File: src/jpsp_regs.vh
`ifndef JPSP_REGS_VH
`define JPSP_REGS_VH
// Register byte offsets.
`define JPSP_CTRL_OFF      4'h0
`define JPSP_PROBE_SEL_OFF 4'h4
`define JPSP_STATUS_OFF    4'h8
`define JPSP_FUSE_OFF      4'hc
// Control fields.
`define JPSP_CTRL_FLEX_BIT   0
`define JPSP_CTRL_TRSTEN_BIT 1
`define JPSP_CTRL_PRA_EN_BIT 2
`define JPSP_CTRL_PRB_EN_BIT 3
`define JPSP_CTRL_CKSUM_BIT  4
`define JPSP_CTRL_RESET      5'h01
// Probe select fields.
`define JPSP_SEL_A_LSB 0
`define JPSP_SEL_B_LSB 8
// Fuse key written to blow the probe disable or the security fuse.
`define JPSP_FUSE_PROBE_KEY 32'h0000_00a5
`define JPSP_FUSE_SEC_KEY   32'h0000_005a
// Test state machine codes (four-bit standard encoding).
`define JPSP_TLR     4'hf
`define JPSP_RTI     4'hc
`define JPSP_SEL_DR  4'h7
`define JPSP_SEL_IR  4'h4
`define JPSP_TLR_TMS_HIGH_CYCLES 3'd5
// AXI responses.
`define JPSP_RESP_OKAY   2'b00
`define JPSP_RESP_SLVERR 2'b10
`endif

File: src/jpsp_top.v
// Contract
// - Flexible mode: TMS low hands TCK, TDI, TDO pins to boundary scan.
// - Pins stay in test use until the test state machine reaches logic reset.
// - Five TCK cycles with TMS high reach logic reset; tester supplies them.
// - Dedicated mode: TMS drives the standard test state machine, no pin sharing.
// - Enabled test reset pin is active-low async reset; here it is synchronised and acts on clk_i; else it is user I/O.
// - TDO drives as output during a checksum, then returns to user I/O.
// - Two probe pins each output any selected internal node in real time.
// - Probe output can be permanently disabled; here rst_i clears probe_dis_reg.
// - Each probe pin can act as ordinary user I/O instead.
// - Test reset held low keeps controller in logic reset; no probing.
// - Programmed security fuse disables test access and probe circuitry.
`timescale 1ns/1ps
`default_nettype none
`include "jpsp_regs.vh"
module jpsp_top #(
  parameter NODE_W = 256
) (
  input  wire              clk_i,
  input  wire              rst_i,
  input  wire              awvalid,
  output wire              awready,
  input  wire [31:0]       awaddr,
  input  wire              wvalid,
  output wire              wready,
  input  wire [31:0]       wdata,
  input  wire [3:0]        wstrb,
  output reg               bvalid,
  input  wire              bready,
  output reg  [1:0]        bresp,
  input  wire              arvalid,
  output wire              arready,
  input  wire [31:0]       araddr,
  output reg               rvalid,
  input  wire              rready,
  output reg  [31:0]       rdata,
  output reg  [1:0]        rresp,
  input  wire              tck_pin_i,
  input  wire              tms_pin_i,
  input  wire              tdi_pin_i,
  input  wire              trst_pin_i,
  input  wire              tdo_user_i,
  input  wire              tdo_user_oe_i,
  input  wire              tdo_scan_i,
  input  wire              pra_user_i,
  input  wire              pra_user_oe_i,
  input  wire              prb_user_i,
  input  wire              prb_user_oe_i,
  input  wire [NODE_W-1:0] node_i,
  output reg               tdo_o,
  output reg               tdo_oe_o,
  output reg               probe_out_a_o,
  output reg               probe_out_a_oe_o,
  output reg               probe_out_b_o,
  output reg               probe_out_b_oe_o,
  output wire              scan_owns_pins_o,
  output wire              scan_reset_n_o,
  output wire [3:0]        tap_state_o
);
  // ----------------------------------------------------------------
  // Pin synchronisers: three stages, a change counts when 2 and 3 agree.
  // ----------------------------------------------------------------
  reg [2:0] tck_s_reg;
  reg [2:0] tms_s_reg;
  reg [2:0] trst_s_reg;
  reg [2:0] tdi_s_reg;
  reg       tck_q_reg;
  reg       tms_q_reg;
  reg       trst_q_reg;
  reg       tdi_q_reg;
  always @(posedge clk_i or posedge rst_i) begin
    if (rst_i) begin
      tck_s_reg  <= 3'b000;
      tms_s_reg  <= 3'b111;
      trst_s_reg <= 3'b111;
      tdi_s_reg  <= 3'b000;
      tck_q_reg  <= 1'b0;
      tms_q_reg  <= 1'b1;
      trst_q_reg <= 1'b1;
      tdi_q_reg  <= 1'b0;
    end else begin
      tck_s_reg  <= {tck_s_reg[1:0], tck_pin_i};
      tms_s_reg  <= {tms_s_reg[1:0], tms_pin_i};
      trst_s_reg <= {trst_s_reg[1:0], trst_pin_i};
      tdi_s_reg  <= {tdi_s_reg[1:0], tdi_pin_i};
      if (tck_s_reg[1] == tck_s_reg[2])
        tck_q_reg <= tck_s_reg[2];
      if (tms_s_reg[1] == tms_s_reg[2])
        tms_q_reg <= tms_s_reg[2];
      if (trst_s_reg[1] == trst_s_reg[2])
        trst_q_reg <= trst_s_reg[2];
      if (tdi_s_reg[1] == tdi_s_reg[2])
        tdi_q_reg <= tdi_s_reg[2];
    end
  end
  wire tck_rise = tck_s_reg[1] & tck_s_reg[2] & ~tck_q_reg;

  // ----------------------------------------------------------------
  // Registers.
  // ----------------------------------------------------------------
  reg  [4:0]  ctrl_reg;
  reg  [15:0] sel_reg;
  reg         probe_dis_reg;
  reg         secure_reg;
  wire        flex_mode  = ctrl_reg[`JPSP_CTRL_FLEX_BIT];
  wire        trst_en    = ctrl_reg[`JPSP_CTRL_TRSTEN_BIT];
  wire        cksum_busy = ctrl_reg[`JPSP_CTRL_CKSUM_BIT];
  // The pin reset is only honoured when that pin is given to the test logic.
  wire        trst_low   = trst_en & ~trst_q_reg;
  wire        scan_rst   = trst_low | secure_reg;
  assign scan_reset_n_o = ~scan_rst;

  // ----------------------------------------------------------------
  // Test state machine, stepped on sampled TCK rising edges.
  // ----------------------------------------------------------------
  reg [3:0] tap_reg;
  reg [3:0] tap_next;
  always @* begin
    case (tap_reg)
      4'hf: tap_next = tms_q_reg ? 4'hf : 4'hc;
      4'hc: tap_next = tms_q_reg ? 4'h7 : 4'hc;
      4'h7: tap_next = tms_q_reg ? 4'h4 : 4'h6;
      4'h4: tap_next = tms_q_reg ? 4'hf : 4'he;
      4'h6: tap_next = tms_q_reg ? 4'h1 : 4'h2;
      4'h2: tap_next = tms_q_reg ? 4'h1 : 4'h2;
      4'h1: tap_next = tms_q_reg ? 4'h5 : 4'h3;
      4'h3: tap_next = tms_q_reg ? 4'h0 : 4'h3;
      4'h0: tap_next = tms_q_reg ? 4'h5 : 4'h2;
      4'h5: tap_next = tms_q_reg ? 4'h7 : 4'hc;
      4'he: tap_next = tms_q_reg ? 4'h9 : 4'ha;
      4'ha: tap_next = tms_q_reg ? 4'h9 : 4'ha;
      4'h9: tap_next = tms_q_reg ? 4'hd : 4'hb;
      4'hb: tap_next = tms_q_reg ? 4'h8 : 4'hb;
      4'h8: tap_next = tms_q_reg ? 4'hd : 4'ha;
      4'hd: tap_next = tms_q_reg ? 4'h7 : 4'hc;
      default: tap_next = `JPSP_TLR;
    endcase
  end
  reg scan_own_reg;
  always @(posedge clk_i or posedge rst_i) begin
    if (rst_i) begin
      tap_reg      <= `JPSP_TLR;
      scan_own_reg <= 1'b0;
    end else if (scan_rst) begin
      tap_reg      <= `JPSP_TLR;
      scan_own_reg <= 1'b0;
    end else if (tck_rise) begin
      tap_reg <= tap_next;
      // Takeover is decided only on a test clock edge, never mid-cycle.
      if (!tms_q_reg)
        scan_own_reg <= 1'b1;
      else if (tap_next == `JPSP_TLR)
        scan_own_reg <= 1'b0;
    end
  end
  assign tap_state_o = tap_reg;
  // Dedicated mode: pins belong to scan whenever the fuse allows it.
  assign scan_owns_pins_o = ~secure_reg & (flex_mode ? scan_own_reg : 1'b1);
  wire tap_active = (tap_reg != `JPSP_TLR) & ~scan_rst;

  // ----------------------------------------------------------------
  // Pin muxing.
  // ----------------------------------------------------------------
  wire probe_ok = ~probe_dis_reg & ~secure_reg & tap_active;
  wire pa_on    = probe_ok & ctrl_reg[`JPSP_CTRL_PRA_EN_BIT];
  wire pb_on    = probe_ok & ctrl_reg[`JPSP_CTRL_PRB_EN_BIT];
  always @(posedge clk_i or posedge rst_i) begin
    if (rst_i) begin
      tdo_o            <= 1'b0;
      tdo_oe_o         <= 1'b0;
      probe_out_a_o    <= 1'b0;
      probe_out_a_oe_o <= 1'b0;
      probe_out_b_o    <= 1'b0;
      probe_out_b_oe_o <= 1'b0;
    end else begin
      if (cksum_busy & ~secure_reg) begin
        tdo_o    <= tdo_scan_i;
        tdo_oe_o <= 1'b1;
      end else if (scan_owns_pins_o) begin
        tdo_o    <= tdo_scan_i;
        tdo_oe_o <= tap_active;
      end else begin
        tdo_o    <= tdo_user_i;
        tdo_oe_o <= tdo_user_oe_i;
      end
      // Both probes run at once from separate selects.
      probe_out_a_o    <= pa_on ? node_i[sel_reg[7:0]] : pra_user_i;
      probe_out_a_oe_o <= pa_on | pra_user_oe_i & ~pa_on;
      probe_out_b_o    <= pb_on ? node_i[sel_reg[15:8]] : prb_user_i;
      probe_out_b_oe_o <= pb_on | prb_user_oe_i & ~pb_on;
    end
  end

  // ----------------------------------------------------------------
  // AXI4-Lite slave: one write and one read at a time.
  // ----------------------------------------------------------------
  reg        aw_got_reg;
  reg        w_got_reg;
  reg [3:0]  aw_addr_reg;
  reg        aw_hi_reg;
  reg [31:0] w_data_reg;
  reg [3:0]  w_strb_reg;
  assign awready = ~aw_got_reg & ~bvalid;
  assign wready  = ~w_got_reg & ~bvalid;
  assign arready = ~rvalid;
  wire do_wr = aw_got_reg & w_got_reg & ~bvalid;
  always @(posedge clk_i or posedge rst_i) begin
    if (rst_i) begin
      aw_got_reg    <= 1'b0;
      w_got_reg     <= 1'b0;
      aw_addr_reg   <= 4'h0;
      aw_hi_reg     <= 1'b0;
      w_data_reg    <= 32'h0000_0000;
      w_strb_reg    <= 4'h0;
      bvalid        <= 1'b0;
      bresp         <= `JPSP_RESP_OKAY;
      ctrl_reg      <= `JPSP_CTRL_RESET;
      sel_reg       <= 16'h0000;
      probe_dis_reg <= 1'b0;
      secure_reg    <= 1'b0;
      rvalid        <= 1'b0;
      rdata         <= 32'h0000_0000;
      rresp         <= `JPSP_RESP_OKAY;
    end else begin
      if (awvalid && awready) begin
        aw_got_reg  <= 1'b1;
        aw_addr_reg <= awaddr[3:0];
        // Upper address bits must be zero, or the offset would alias a register.
        aw_hi_reg   <= |awaddr[31:4];
      end
      if (wvalid && wready) begin
        w_got_reg  <= 1'b1;
        w_data_reg <= wdata;
        w_strb_reg <= wstrb;
      end
      if (bvalid && bready)
        bvalid <= 1'b0;
      if (do_wr) begin
        aw_got_reg <= 1'b0;
        w_got_reg  <= 1'b0;
        bvalid     <= 1'b1;
        bresp      <= `JPSP_RESP_OKAY;
        if (aw_hi_reg)
          bresp <= `JPSP_RESP_SLVERR;
        else case (aw_addr_reg)
          `JPSP_CTRL_OFF: begin
            if (w_strb_reg[0])
              ctrl_reg <= w_data_reg[4:0];
          end
          `JPSP_PROBE_SEL_OFF: begin
            if (w_strb_reg[0])
              sel_reg[7:0] <= w_data_reg[7:0];
            if (w_strb_reg[1])
              sel_reg[15:8] <= w_data_reg[15:8];
          end
          `JPSP_FUSE_OFF: begin
            // One-way bits: nothing but reset clears them.
            if (w_strb_reg == 4'hf && w_data_reg == `JPSP_FUSE_PROBE_KEY)
              probe_dis_reg <= 1'b1;
            if (w_strb_reg == 4'hf && w_data_reg == `JPSP_FUSE_SEC_KEY)
              secure_reg <= 1'b1;
          end
          `JPSP_STATUS_OFF: bresp <= `JPSP_RESP_OKAY;
          default: bresp <= `JPSP_RESP_SLVERR;
        endcase
      end
      if (rvalid && rready)
        rvalid <= 1'b0;
      if (arvalid && arready) begin
        rvalid <= 1'b1;
        rresp  <= `JPSP_RESP_OKAY;
        if (|araddr[31:4]) begin
          rdata <= 32'h0000_0000;
          rresp <= `JPSP_RESP_SLVERR;
        end else case (araddr[3:0])
          `JPSP_CTRL_OFF:      rdata <= {27'h0, ctrl_reg};
          `JPSP_PROBE_SEL_OFF: rdata <= {16'h0, sel_reg};
          `JPSP_STATUS_OFF:    rdata <= {20'h0, tap_reg, tdi_q_reg, trst_q_reg, tms_q_reg,
                                         scan_own_reg, pb_on, pa_on, probe_dis_reg, secure_reg};
          `JPSP_FUSE_OFF:      rdata <= {30'h0, probe_dis_reg, secure_reg};
          default: begin
            rdata <= 32'h0000_0000;
            rresp <= `JPSP_RESP_SLVERR;
          end
        endcase
      end
    end
  end
endmodule // jpsp_top
`default_nettype wire

File: config.mk
export PLATFORM = sky130hd
export DESIGN_NAME = jpsp_top
export DESIGN_NICKNAME = d
export VERILOG_FILES = /design/src/jpsp_top.v
export VERILOG_INCLUDE_DIRS = /design/src /design/src/src
export SDC_FILE = /design/constraint.sdc
export NUM_CORES = 1
export LEC_CHECK = 0
export BUFFER_PORTS_ARGS = -buffer_cell sky130_fd_sc_hd__buf_2
export CORE_AREA = 2 2 168 170
export CTS_BUF_LIST = sky130_fd_sc_hd__clkbuf_2
export CTS_CLUSTER_SIZE = 28
export DETAILED_ROUTE_END_ITERATION = 10
export DIE_AREA = 0 0 170 172
export GPL_ROUTABILITY_DRIVEN = 0
export PLACE_DENSITY = 0.61
export SLEW_MARGIN = 20
export SYNTH_ARGS = -nofsm -noshare
export SYNTH_HDL_FRONTEND = slang
export SYNTH_SLANG_ARGS = --single-unit
File: constraint.sdc
create_clock -name clk_i -period 3.55 [get_ports clk_i]
set_clock_uncertainty 0.15 [all_clocks]
set_input_delay 0.1775 -clock clk_i [delete_from_list [all_inputs] [get_ports clk_i]]
set_output_delay 0.1775 -clock clk_i [all_outputs]
set_load 0.03 [all_outputs]
* Yosys cells after proc, flatten, opt, wreduce, memory -nomap -nowiden
Cells that the tools add are included.
Widths: inputs -> output; s select.
** Word-level totals
- Flip-flop bits (word level) :: 131
- Bits in latches :: 0
- Bits in writable memories :: 0
- Memory bits (read-only) :: 0
- Input port bits :: 374
- Output and inout bits :: 53
- Memories kept :: 0
** Cells by class
- Add/subtract/negate cells :: 0
- Multipliers :: 0
- Divide/modulo/power cells :: 0
- $lt $le $gt $ge :: 2
- Eq/ne operators :: 31
- Shift-type cells :: 0
- Multiplexer cells :: 44
- Bitwise logic cells :: 31
- Reductions and logical operators :: 28
** Operators by type and width (count)
- $pmux 16 s4 :: 1
- $eq 4x4->1 const B :: 14
- $reduce_or 28->1 :: 2
- $pmux 4 s12 :: 1
- $eq 32x7->1 const B :: 1
- $eq 32x8->1 const B :: 1
- $eq 4x3->1 const B :: 6
- $mux 1 :: 22
- $mux 2 :: 10
- $reduce_and 4->1 :: 5
- $lt 8x9->1 const B :: 2
- $and 1x1->1 :: 16
- $bmux 1 s8 :: 2
- $mux 16 :: 1
- $logic_not 4->1 :: 3
- $mux 3 :: 4
- $mux 4 :: 3
- $not 1->1 :: 12
- $reduce_bool 2->1 :: 5
- $eq 4x2->1 const B :: 2
- $reduce_or 4->1 :: 2
- $logic_and 1x1->1 :: 7
- $eq 1x1->1 :: 4
- $eq 4x1->1 const B :: 1
- 6 further kinds :: 9

* Depth between registers and ports, before layout
Gate-level depths: netlist of run 1.
- Depth in word-level cells :: 10
- Gate-level depth with buffers :: 12
- Gate-level depth less buffers :: 7

* Worst setup path before layout of run 1
OpenSTA, ideal clock, no wires.
- Kind :: register to register
- Start :: register sel_reg[0]
- End :: register probe_out_a_o
- Setup time :: 0.124 ns
- Data arrival time :: 2.155 ns
- Data required time :: 3.276 ns
- Slack :: 1.121 ns
- Stages on the path, launching flop included :: 11
- Buffers on the path :: 4
- Cell sequence :: dfrtp_1 -> buf_6 -> buf_8 -> buf_6 -> buf_6 -> mux2_2 -> a2111oi_2 -> o221ai_1 -> nand4_1 -> nor3_1 -> a211o_1
** On the way
- Word-level cells in the longest chain between the ends :: 3
** Ends and longest elaborated chain
- start: declaration :: line jpsp_top.v:102 : reg [15:0] sel_reg;
- start signal: assignment :: line jpsp_top.v:252 : sel_reg[7:0] <= w_data_reg[7:0];
- $bmux 1 s8 :: line jpsp_top.v:187 : probe_out_a_o <= pa_on ? node_i[sel_reg[7:0]] : pra_user_i;
- $mux 1 (not written as such) :: line jpsp_top.v:187
- $mux 1 :: line jpsp_top.v:187
- end signal: assignment :: line jpsp_top.v:187
- end: declaration :: line jpsp_top.v:52 : output reg probe_out_a_o,
Every way passes these cells. The select of a mux whose other input is x is not followed.
A chain may end at the register's enable or synchronous reset.

* Worst setup path in the final report of run 1
- Start :: input araddr[29]
- End :: register rdata[1]
** On the way
- Word-level cells in the longest chain between the ends :: 2
** Ends and longest elaborated chain
- start: declaration :: line jpsp_top.v:33 : input wire [31:0] araddr,
- $reduce_or 28->1 :: line jpsp_top.v:272 : if (|araddr[31:4]) begin
- $mux 16 :: line jpsp_top.v:272
- end signal: assignment :: line jpsp_top.v:276 : `JPSP_CTRL_OFF: rdata <= {27'h0, ctrl_reg};
- end signal: assignment :: line jpsp_top.v:277 : `JPSP_PROBE_SEL_OFF: rdata <= {16'h0, sel_reg};
- end signal: assignment :: line jpsp_top.v:278 : `JPSP_STATUS_OFF: rdata <= {20'h0, tap_reg, tdi_q_reg, trst_q_reg, tms_q_reg,
- end: declaration :: line jpsp_top.v:36 : output reg [31:0] rdata,
Every way passes these cells.

==> results of run 1 <==
[cells in the final DEF, fill, tap and decap left out, types with 7 or more instances in the layout]
cell type        n
nand2_1         37
nand3_1         31
mux4_1          29
inv_1           15
clkbuf_2        18
o221ai_1        13
o21ai_0         32
dlygate4sd3_1   86
o22ai_1          8
dfrtp_1         96
nor2b_1         20
dfstp_2         13
a21oi_1          8
a22oi_1         16
mux4_2          65
mux2_2          79
conb_1          18
nor4_1          20
buf_2          408
a22o_1          25
nor2_1          23
nor3_1          17
nand2b_1         7
nand4_1         10
buf_4           27
mux2i_1         73
[path summary, 6_finish.rpt]
path	start	end	cells after the start
min reg2reg	tms_s_reg[0]	tms_s_reg[1]	0
max in group asynchronous	rst_i	sel_reg[9]	5
max reg2reg	sel_reg[0]	probe_out_a_o	8
max	araddr[29]	rdata[1]	11
min	prb_user_oe_i	probe_out_b_oe_o	3
min in group asynchronous	rst_i	ctrl_reg[3]	4
[logic make-up after synthesis]
family | Yosys count | synth area share (%)
DFF | 113 | 30.1
adders and majority gates | 4 | 0.450
AOI/OAI and AO/OA | 151 | 12.0
other | 1 | 0.0397
muxes | 246 | 40.7
and+or+nand+nor | 183 | 10.2
buffers and inverters | 102 | 6.50
[power by group]
| group | total [mW] | switching [mW] | internal (mW) | leakage [nW] |
|---|---|---|---|---|
| logic | 1.48 | 0.662 | 0.820 | 3.90 |
| registers | 1.90 | 0.300 | 1.60 | 1.38 |
| clock network | 0.935 | 0.543 | 0.392 | 0.140 |
[cell usage after synthesis, drive strengths merged, types with 8 or more instances]
master  count
dfrtp     100
a22o       25
buf        51
o22ai       8
mux2       79
a21oi       8
nor2b      21
clkbuf     33
o221ai     13
a22oi      16
nor2       23
inv        16
dfstp      13
mux4       94
nor4       20
nand3      31
o21ai      32
nand4      10
nand2      37
mux2i      73
nor3       17
[stage by stage]
stage                     area, µm²  power [mW]
final                         12900        4.31
after global routing          12900        4.58
after CTS                     12900        4.34
after detailed placement      11700        3.29
after global placement        11700        3.25
after floorplan                9520        2.75
[routing by layer]
layer / global-route usage, % / wire [µm] / vias up
met5: 0 / 0 / -
met4: 6.17 / 776 / 0
met3: 5.88 / 3050 / 54
met2: 42.2 / 18200 / 500
met1: 34.0 / 16000 / 4721
li1: - / - / 4168
[what timing repair did]
action,CTS,global route
setup endpoints to repair,0,0
hold buffers,85,1
buffers inserted,0,0
resized for setup,0,0
hold endpoints to repair,174,1
[worst max-delay path, cell delays in order]
cell and delay, ns:
dlygate4sd3_1 0.55, buf_2 0.12, nor4_1 0.18, dlygate4sd3_1 0.60, nand4_1 0.07, dlygate4sd3_1 0.57, nor2_1 0.09, dlygate4sd3_1 0.55
buf_4 0.21, a22o_1 0.16, dlygate4sd3_1 0.56
[layout make-up]
class | instances | area (µm²)
repair buffers | 525 | 3190
inverters | 18 | 70.1
clock inverters | 14 | 164
diodes | 3 | 7.51
clock buffers | 18 | 90.1
flip-flops and latches | 113 | 2850
multi-input cells | 602 | 6070
well taps | 346 | 433
fillers | 2560 | 14600
==> results by group, run 1 <==
Synth
  – Synth area leaders: dfrtp_1 (26%), mux4_2 (15%), mux2_2 (9.4%)
  – Synth Cell Area: around 9500 µm²
  – Dominant cell type by area after synthesis: dfrtp_1
  – Netlist cell types: 57
  – Post-Syn Instances: 800
  – Yosys warns: 0
  – Share of the synthesized area in the top cell type: a little over a quarter
  – Register area share after synthesis: 30.1%
  – Post-synthesis area per instance: 11.8 µm²
  – Post-synth ARST share: between 90% and 100%
  – Number of synthesized flops with an enable pin: 0
  – Yosys reg bits: 113
  – Ys flop type: dfrtp_1

STA
  – Min setup slack post-route: about 0.16 ns
  – Hold Worst Slack: 0.113 ns
  – Crit path time final: ~3.4 ns
  – Total Neg Setup Slack: 0 ns
  – Slew HR: a little under a third
  – Max Slew Vio Count: 0
  – Slew @ Worst Pin: just over 1 ns
  – F_max: a little under 300 MHz
  – Final setup fails: 0
  – Final hold violation count: 0
  – RSZ-0062 raised after global routing: false
  – Fin crit share: between 90% and 100%

Floorplan
  – Die area: 29200 µm²
  – Core area: ~27000 µm²
  – IO Pins: about 430
  – Die H: 172 µm
  – Num rows: a little over 60
  – Die W: between 150 and 200 µm
  – Initial Utilization: approximately 34%

Clocking
  – Clk root buf: clkbuf_2
  – CTS max path bufs: 2
  – CTS buffer count: 17
  – Clock sinks: ~110
  – CTS clk-pin slew, worst paths: 0.17 ns
  – Clock latency on the worst-skew pair: roughly 0.66 ns
  – # H-tree levels: 4
  – CTS tree: done

Placed design
  – Placed Cells: around 1.5k
  – Port buffer count: 408
  – DP Wirelength: between 20 and 30 mm
  – Setup WS pre-CTS: approximately 0.62 ns

Drt
  – Drt wl/cell: ~23 µm
  – Vias per cell: slightly below 6
  – ANT nets after route: 0
  – Total routed wirelength: 38.0 mm
  – 1st-iter DRT viols: between 600 and 700
  – DR pass1 iterations: 5
  – DRC: 0
  – DR vias: between 9k and 10k

Layout
  – Non-Filler Instances: around 1.6k
  – Post-layout util: between 40 and 50%
  – Layout Nets: between 1.5k and 2k
  – Area growth, synth to finish: 36.1%
  – Layout cell share with drive strength beyond 1: about half
  – Max FFs per register: 32

Global route
  – First-pass GRT wire length: ~56 mm
  – Vias in the first global route: around 9.6k
  – GRT Residual Overflow: 0
  – Gr usage total: 25.5%
  – Initial antenna violation count: 1
  – Largest net degree at the start of global routing: 57

Setup path
  – Setup Crit Path Kind: primary input to flip-flop
  – Critical Path AT: approximately 3.8 ns
  – CP endpoint kind: flip-flop
  – R2R setup slack: 0.51 ns
  – Worst EP required: approximately 4 ns
  – Startpoint types: primary input
  – Max FO, Critical Path: 14

Worst hold path
  – Worst hold path class: primary input to flip-flop

Power
  – Peak supply drop: between 0.2 and 0.25 mV
  – P per Cell Area: about 340 nW/µm²
  – Lkg Pwr: roughly 5.4 nW

Status
  – Status: complete, no violations

Job
  – Max-cap viol count: 0
Note: power is estimated with default switching activity, not from simulation.
==> run 2: changes to the inputs <==
Settings changed: BUFFER_PORTS_ARGS -buffer_cell sky130_fd_sc_hd__buf_2 to default, DONT_BUFFER_PORTS from default to 1, PLACE_DENSITY 0.61 to 0.47.
Clock period 3.55 ns to 3.4 ns, I/O delays scaled along.
==> run 2 against run 1 <==
  * Sequential power grew 8%
  * Cell area is 15% lower
  * Register-to-register slack worse by 0.32 ns
  * Critical path type unchanged
==> results by group, run 2 (same netlist as run 1, synthesis figures left out) <==
Status
  – Status: complete, no violations (unchanged)

Clocking
  – # H-tree levels: 4 (unchanged)
  – CTS max path bufs: 2 (unchanged)
  – CTS buffer count: 17 (unchanged)
  – Clock sinks: 113 (unchanged)
  – CTS clk-pin slew, worst paths: 0.18 ns (was 0.17 ns)
  – Setup Buffers After CTS: 0 (unchanged)
  – Clk root buf: clkbuf_2 (unchanged)
  – Clock latency on the worst-skew pair: 0.63 ns (was 0.66 ns)
  – CTS tree: done (unchanged)

Placed design
  – Port buffer count: 0 (was 408)
  – DP Wirelength: 28.1 mm (was 29.5 mm)
  – Placed Cells: 1105 (was 1518)

Floorplan
  – Core area: 27500 µm² (unchanged)
  – Initial Utilization: 34.4% (unchanged)
  – Die area: 29200 µm² (unchanged)
  – IO Pins: 427 (unchanged)
  – Die H: 172 µm (unchanged)
  – Num rows: 61 (unchanged)
  – Die W: 170 µm (unchanged)

Power
  – Peak supply drop: 0.300 mV (was 0.231 mV)
  – Lkg Pwr: 3.86 nW (was 5.42 nW)
  – P per Cell Area: 383 nW/µm² (was 335 nW/µm²)

Layout
  – Non-Filler Instances: 1249 (was 1639)
  – Most frequent cells in the layout: dlygate4sd3_1 (107), dfrtp_1 (94), mux2_2 (79) (was buf_2 (408), dfrtp_1 (96), dlygate4sd3_1 (86))
  – Layout cell share with drive strength beyond 1: 25.7% (was 49.7%)
  – Commonest non-fill, non-tap cell in the layout: dlygate4sd3_1 (was buf_2)
  – Area growth, synth to finish: 16.4% (was 36.1%)
  – Max FFs per register: 32 (unchanged)
  – Post-layout util: 40.0% (was 46.8%)
  – Layout Nets: 1261 (was 1652)

STA
  – Fin crit share: between 90% and 100%
  – RSZ-0062 raised after global routing: false (unchanged)
  – F_max: 305 MHz
  – Final setup fails: 0 (unchanged)
  – Total Neg Setup Slack: 0 ns (unchanged)
  – Slew HR: 32.9% (was 31.8%)
  – Crit path time final: 3.28 ns
  – Final hold violation count: 0 (unchanged)
  – Max Slew Vio Count: 0 (unchanged)
  – Slew @ Worst Pin: 0.993 ns (was 1.02 ns)

Setup path
  – Critical Path AT: 3.69 ns (was 3.84 ns)
  – Startpoint types: primary input (unchanged)
  – CP endpoint kind: flip-flop (unchanged)
  – Worst EP required: 3.81 ns (was 4.00 ns)
  – Setup Crit Path Kind: primary input to flip-flop (unchanged)
  – Max FO, Critical Path: 13 (was 14)

Drt
  – 1st-iter DRT viols: 488 (was 640)
  – Vias per cell: 6.39 (was 5.76)
  – Drt wl/cell: 29.5 µm (was 23.2 µm)
  – DR vias: 7975 (was 9443)
  – DRC: 0 (unchanged)
  – DR pass1 iterations: 5 (unchanged)
  – ANT nets after route: 0 (unchanged)
  – Total routed wirelength: 36.9 mm (was 38.0 mm)

Global route
  – First-pass GRT wire length: 52.3 mm (was 56.0 mm)
  – Initial antenna violation count: 4 (was 1)
  – Vias in the first global route: 8486 (was 9566)
  – Largest net degree at the start of global routing: 62 (was 57)
  – Gr usage total: 24.2% (was 25.5%)
  – GRT Residual Overflow: 0 (unchanged)

Worst hold path
  – Worst hold path class: primary input to flip-flop (unchanged)

Job
  – Max-cap viol count: 0 (unchanged)
-- run 2: worst max-delay path, stage by stage --
cell and delay [ns]:
dlygate4sd3_1 0.54, nor4_1 0.17, dlygate4sd3_1 0.58, nand4_1 0.07
dlygate4sd3_1 0.57, nor2_1 0.10, dlygate4sd3_1 0.58, buf_4 0.21
a22o_1 0.15, dlygate4sd3_1 0.55
-- run 2: path summary, 6_finish.rpt --
check | start | to | slack (ns) | depth (start not counted)
min reg2reg | tms_s_reg[0] | tms_s_reg[1] | 0.22 | 0
max in group asynchronous | rst_i | sel_reg[9] | 2.14 | 4
max | araddr[29] | rdata[1] | 0.12 | 10
min | araddr[2] | rdata[2] | 0.07 | 4
min in group asynchronous | rst_i | tms_s_reg[2] | 0.54 | 3
max reg2reg | sel_reg[2] | probe_out_a_o | 0.19 | 7
-- run 2: cell type report --
class	instances	area (µm²)
Fill cell	2634	16500
Clock buffer	19	95.1
Sequential cell	113	2860
Tap cell	346	433
Multi-Input combinational cell	602	6070
Inverter	18	73.8
Timing Repair Buffer	134	1320
Clock inverter	13	144
Antenna cell	4	10.0
-- run 2: layer usage --
metal	wire length, µm	track usage, %
met2	18400	41.8
met5	0	0
met4	726	6.39
met3	3300	7.51
met1	14400	29.4
-- run 2: what timing repair did --
item	4_1_cts	5_1_grt
resized for setup	0	1
hold buffers	85	23
setup endpoints to repair	0	3
endpoints found under the hold margin	185	23
-- run 2: stage by stage --
stage	hold slack (ns)	worst slack [ns]	area, µm²	total power, mW
after floorplan	0.0245	0.114	9520	2.87
after global placement	0.0246	0.350	9660	3.11
after detailed placement	0.0245	0.287	9660	3.16
after CTS	0.000808	0.0853	10800	4.21
after global routing	0.00569	0.0327	11000	4.45
final	0.0724	0.123	11000	4.21
-- run 2: where the power goes --
group	internal [mW]	total, mW	switching [mW]
logic	0.706	1.24	0.533
registers	1.67	2.05	0.380
clock network	0.404	0.926	0.522
total	2.78	4.21	1.43
==> run 3: changes to the inputs <==
==> constraint.sdc (replaced) <==
create_clock -name clk_i -period 3.4 [get_ports clk_i]
set_clock_uncertainty 0.15 [all_clocks]
set_input_delay 0.68 -clock clk_i [delete_from_list [all_inputs] [get_ports clk_i]]
set_output_delay 0.68 -clock clk_i [all_outputs]
set_load 0.03 [all_outputs]
==> run 3 against run 2 <==
  * Wire length fell by 2.8%
  * Worst setup slack better by 0.24 ns
  * Critical path type is now flip-flop to flip-flop
  * Non-clock buffer count decreased by 49
==> results by group, run 3 (same netlist as run 1, synthesis figures left out) <==
Worst hold path
  – Worst hold path class: primary input to flip-flop (unchanged)

Placed design
  – DP Wirelength: 28.4 mm (was 28.1 mm)
  – Port buffer count: 0 (unchanged)
  – Post-DP Area: 9700 µm² (was 9660 µm²)

Power
  – P per Cell Area: 399 nW/µm² (was 383 nW/µm²)
  – Total Power: 4.19 mW (was 4.21 mW)
  – Lkg Pwr: 3.64 nW (was 3.86 nW)
  – Peak supply drop: 0.263 mV (was 0.300 mV)

Setup path
  – CP max-delay cell: dfrtp_4 (was dlygate4sd3_1)
  – Setup Crit Path Kind: flip-flop to flip-flop (was primary input to flip-flop)
  – Critical Path AT: 3.45 ns (was 3.69 ns)
  – CP max stage delay: 0.74 ns (was 0.58 ns)
  – R2R setup slack: 0.36 ns (was 0.19 ns)
  – Startpoint types: flip-flop (was primary input)
  – Crit-path cells: buf_4, mux4_2, o21ai_0, o21ai_0, o211ai_1, a211oi_1, a211o_1 (was dlygate4sd3_1, nor4_1, dlygate4sd3_1, nand4_1, dlygate4sd3_1, nor2_1, dlygate4sd3_1, buf_4, a22o_1, dlygate4sd3_1)
  – Worst EP required: 3.81 ns (about the same)
  – Max FO, Critical Path: 32 (was 13)
  – Most frequent CP cell: o21ai_0 (was dlygate4sd3_1)
  – CP endpoint kind: flip-flop (unchanged)

Global route
  – Largest net degree at the start of global routing: 114 (was 62)
  – Gr usage total: 23.9% (was 24.2%)
  – Initial antenna violation count: 1 (was 4)
  – First-pass GRT wire length: 51.0 mm (was 52.3 mm)
  – GRT Residual Overflow: 0 (unchanged)
  – Vias in the first global route: 8128 (was 8486)

Drt
  – DR vias: 7770 (was 7975)
  – ANT nets after route: 0 (unchanged)
  – Drt wl/cell: 30.0 µm (was 29.5 µm)
  – DRC: 0 (unchanged)
  – DR pass1 iterations: 5 (unchanged)
  – Total routed wirelength: 35.9 mm (was 36.9 mm)
  – Vias per cell: 6.49 (was 6.39)
  – 1st-iter DRT viols: 664 (was 488)

Layout
  – Commonest non-fill, non-tap cell in the layout: dfrtp_1 (was dlygate4sd3_1)
  – Area growth, synth to finish: 11.1% (was 16.4%)
  – Design Area, Final: 10500 µm² (was 11000 µm²)
  – Most frequent cells in the layout: dfrtp_1 (94), mux2_2 (79), mux2i_1 (73) (was dlygate4sd3_1 (107), dfrtp_1 (94), mux2_2 (79))
  – Layout cell share with drive strength beyond 1: 27.3% (was 25.7%)
  – Layout Nets: 1212 (was 1261)
  – Max FFs per register: 32 (unchanged)

Floorplan
  – Num rows: 61 (unchanged)
  – Initial Utilization: 34.4% (unchanged)
  – Die W: 170 µm (unchanged)
  – Die H: 172 µm (unchanged)
  – Core area: 27500 µm² (unchanged)
  – IO Pins: 427 (unchanged)
  – Die area: 29200 µm² (unchanged)

Clocking
  – CTS max path bufs: 2 (unchanged)
  – CTS tree: done (unchanged)
  – Post_cts resized: 0 (unchanged)
  – Clk root buf: clkbuf_2 (unchanged)
  – Setup Buffers After CTS: 0 (unchanged)
  – Clock sinks: 113 (unchanged)
  – # H-tree levels: 4 (unchanged)
  – CTS buffer count: 17 (unchanged)
  – Clock latency on the worst-skew pair: 0.67 ns (was 0.63 ns)
  – Cts hold-fix bufs: 53 (was 85)
  – CTS clk-pin slew, worst paths: 0.19 ns (was 0.18 ns)

STA
  – Final setup fails: 0 (unchanged)
  – Total Neg Setup Slack: 0 ns (unchanged)
  – RSZ-0062 raised after global routing: false (unchanged)
  – Crit path time final: 3.04 ns (was 3.28 ns)
  – F_max: 329 MHz (was 305 MHz)
  – Final hold violation count: 0 (unchanged)
  – Fin crit share: 89.4% (was 96.4%)
  – Slew HR: 32.0% (was 32.9%)
  – Max Slew Vio Count: 0 (unchanged)
  – Slew @ Worst Pin: 1.01 ns (was 0.993 ns)

Status
  – Status: complete, no violations (unchanged)

Job
  – Max-cap viol count: 0 (unchanged)
-- run 3: changes by cell type in the layout (fill, tap and decap cells not counted), moves of 2 or more --
cell / change
clkinv_2: -4
clkinv_1: +2
dlygate4sd3_1: -53
diode_2: -3
buf_4: +5
-- run 3: path summary, 6_finish.rpt --
check                              from             to  cells past startpoint
setup / recovery             sel_reg[0]  probe_out_a_o                      7
hold / removal                araddr[3]       rdata[1]                      3
setup reg to reg             sel_reg[0]  probe_out_a_o                      7
min in group asynchronous         rst_i   tdi_s_reg[0]                      3
max in group asynchronous         rst_i     sel_reg[8]                      3
hold reg to reg            tck_s_reg[0]   tck_s_reg[1]                      0
-- run 3: per-stage QoR --
step | std cells | worst slack (ns) | utilization [%] | hold slack (ns)
final | 1197 | 0.360 | 38.2 | 0.100
after global routing | 1197 | 0.173 | 38.2 | 0.0174
after CTS | 1195 | 0.307 | 38.2 | 0.00823
after detailed placement | 1110 | 0.331 | 35.3 | 0.197
after global placement | 1110 | 0.389 | 35.3 | 0.188
after floorplan | 817 | 0.970 | - | 0.181
-- run 3: area by class of cell --
cell class                      count  area (µm²)
Fill cell                        2742       17000
Multi-Input combinational cell    602        6070
Sequential cell                   113        2860
Timing Repair Buffer               85         811
Tap cell                          346         433
Clock inverter                     13         169
Clock buffer                       19        95.1
Inverter                           18        71.3
Antenna cell                        1        2.50
-- run 3: worst max-delay path, delay by kind of cell (launching register included) --
family          cells  cell delay [ns]
compound gates      5             0.90
buf+inv             1             0.54
flops               1             0.74
mux                 1             0.58
-- run 3: per-layer routing --
layer / routed length, µm / share of wire, % / global-route usage, %
met1: 14100 / 39 / 28.9
met2: 17900 / 50 / 41.8
met3: 3450 / 9.6 / 7.90
met4: 495 / 1.4 / 4.42
met5: 0 / 0 / 0
-- run 3: where the power goes --
part,leakage [nW],total (mW),switching [mW],internal [mW]
Combinational,2.11,1.14,0.509,0.635
Clock,0.154,0.998,0.520,0.478
Sequential,1.37,2.05,0.380,1.67
Total,3.64,4.19,1.41,2.78
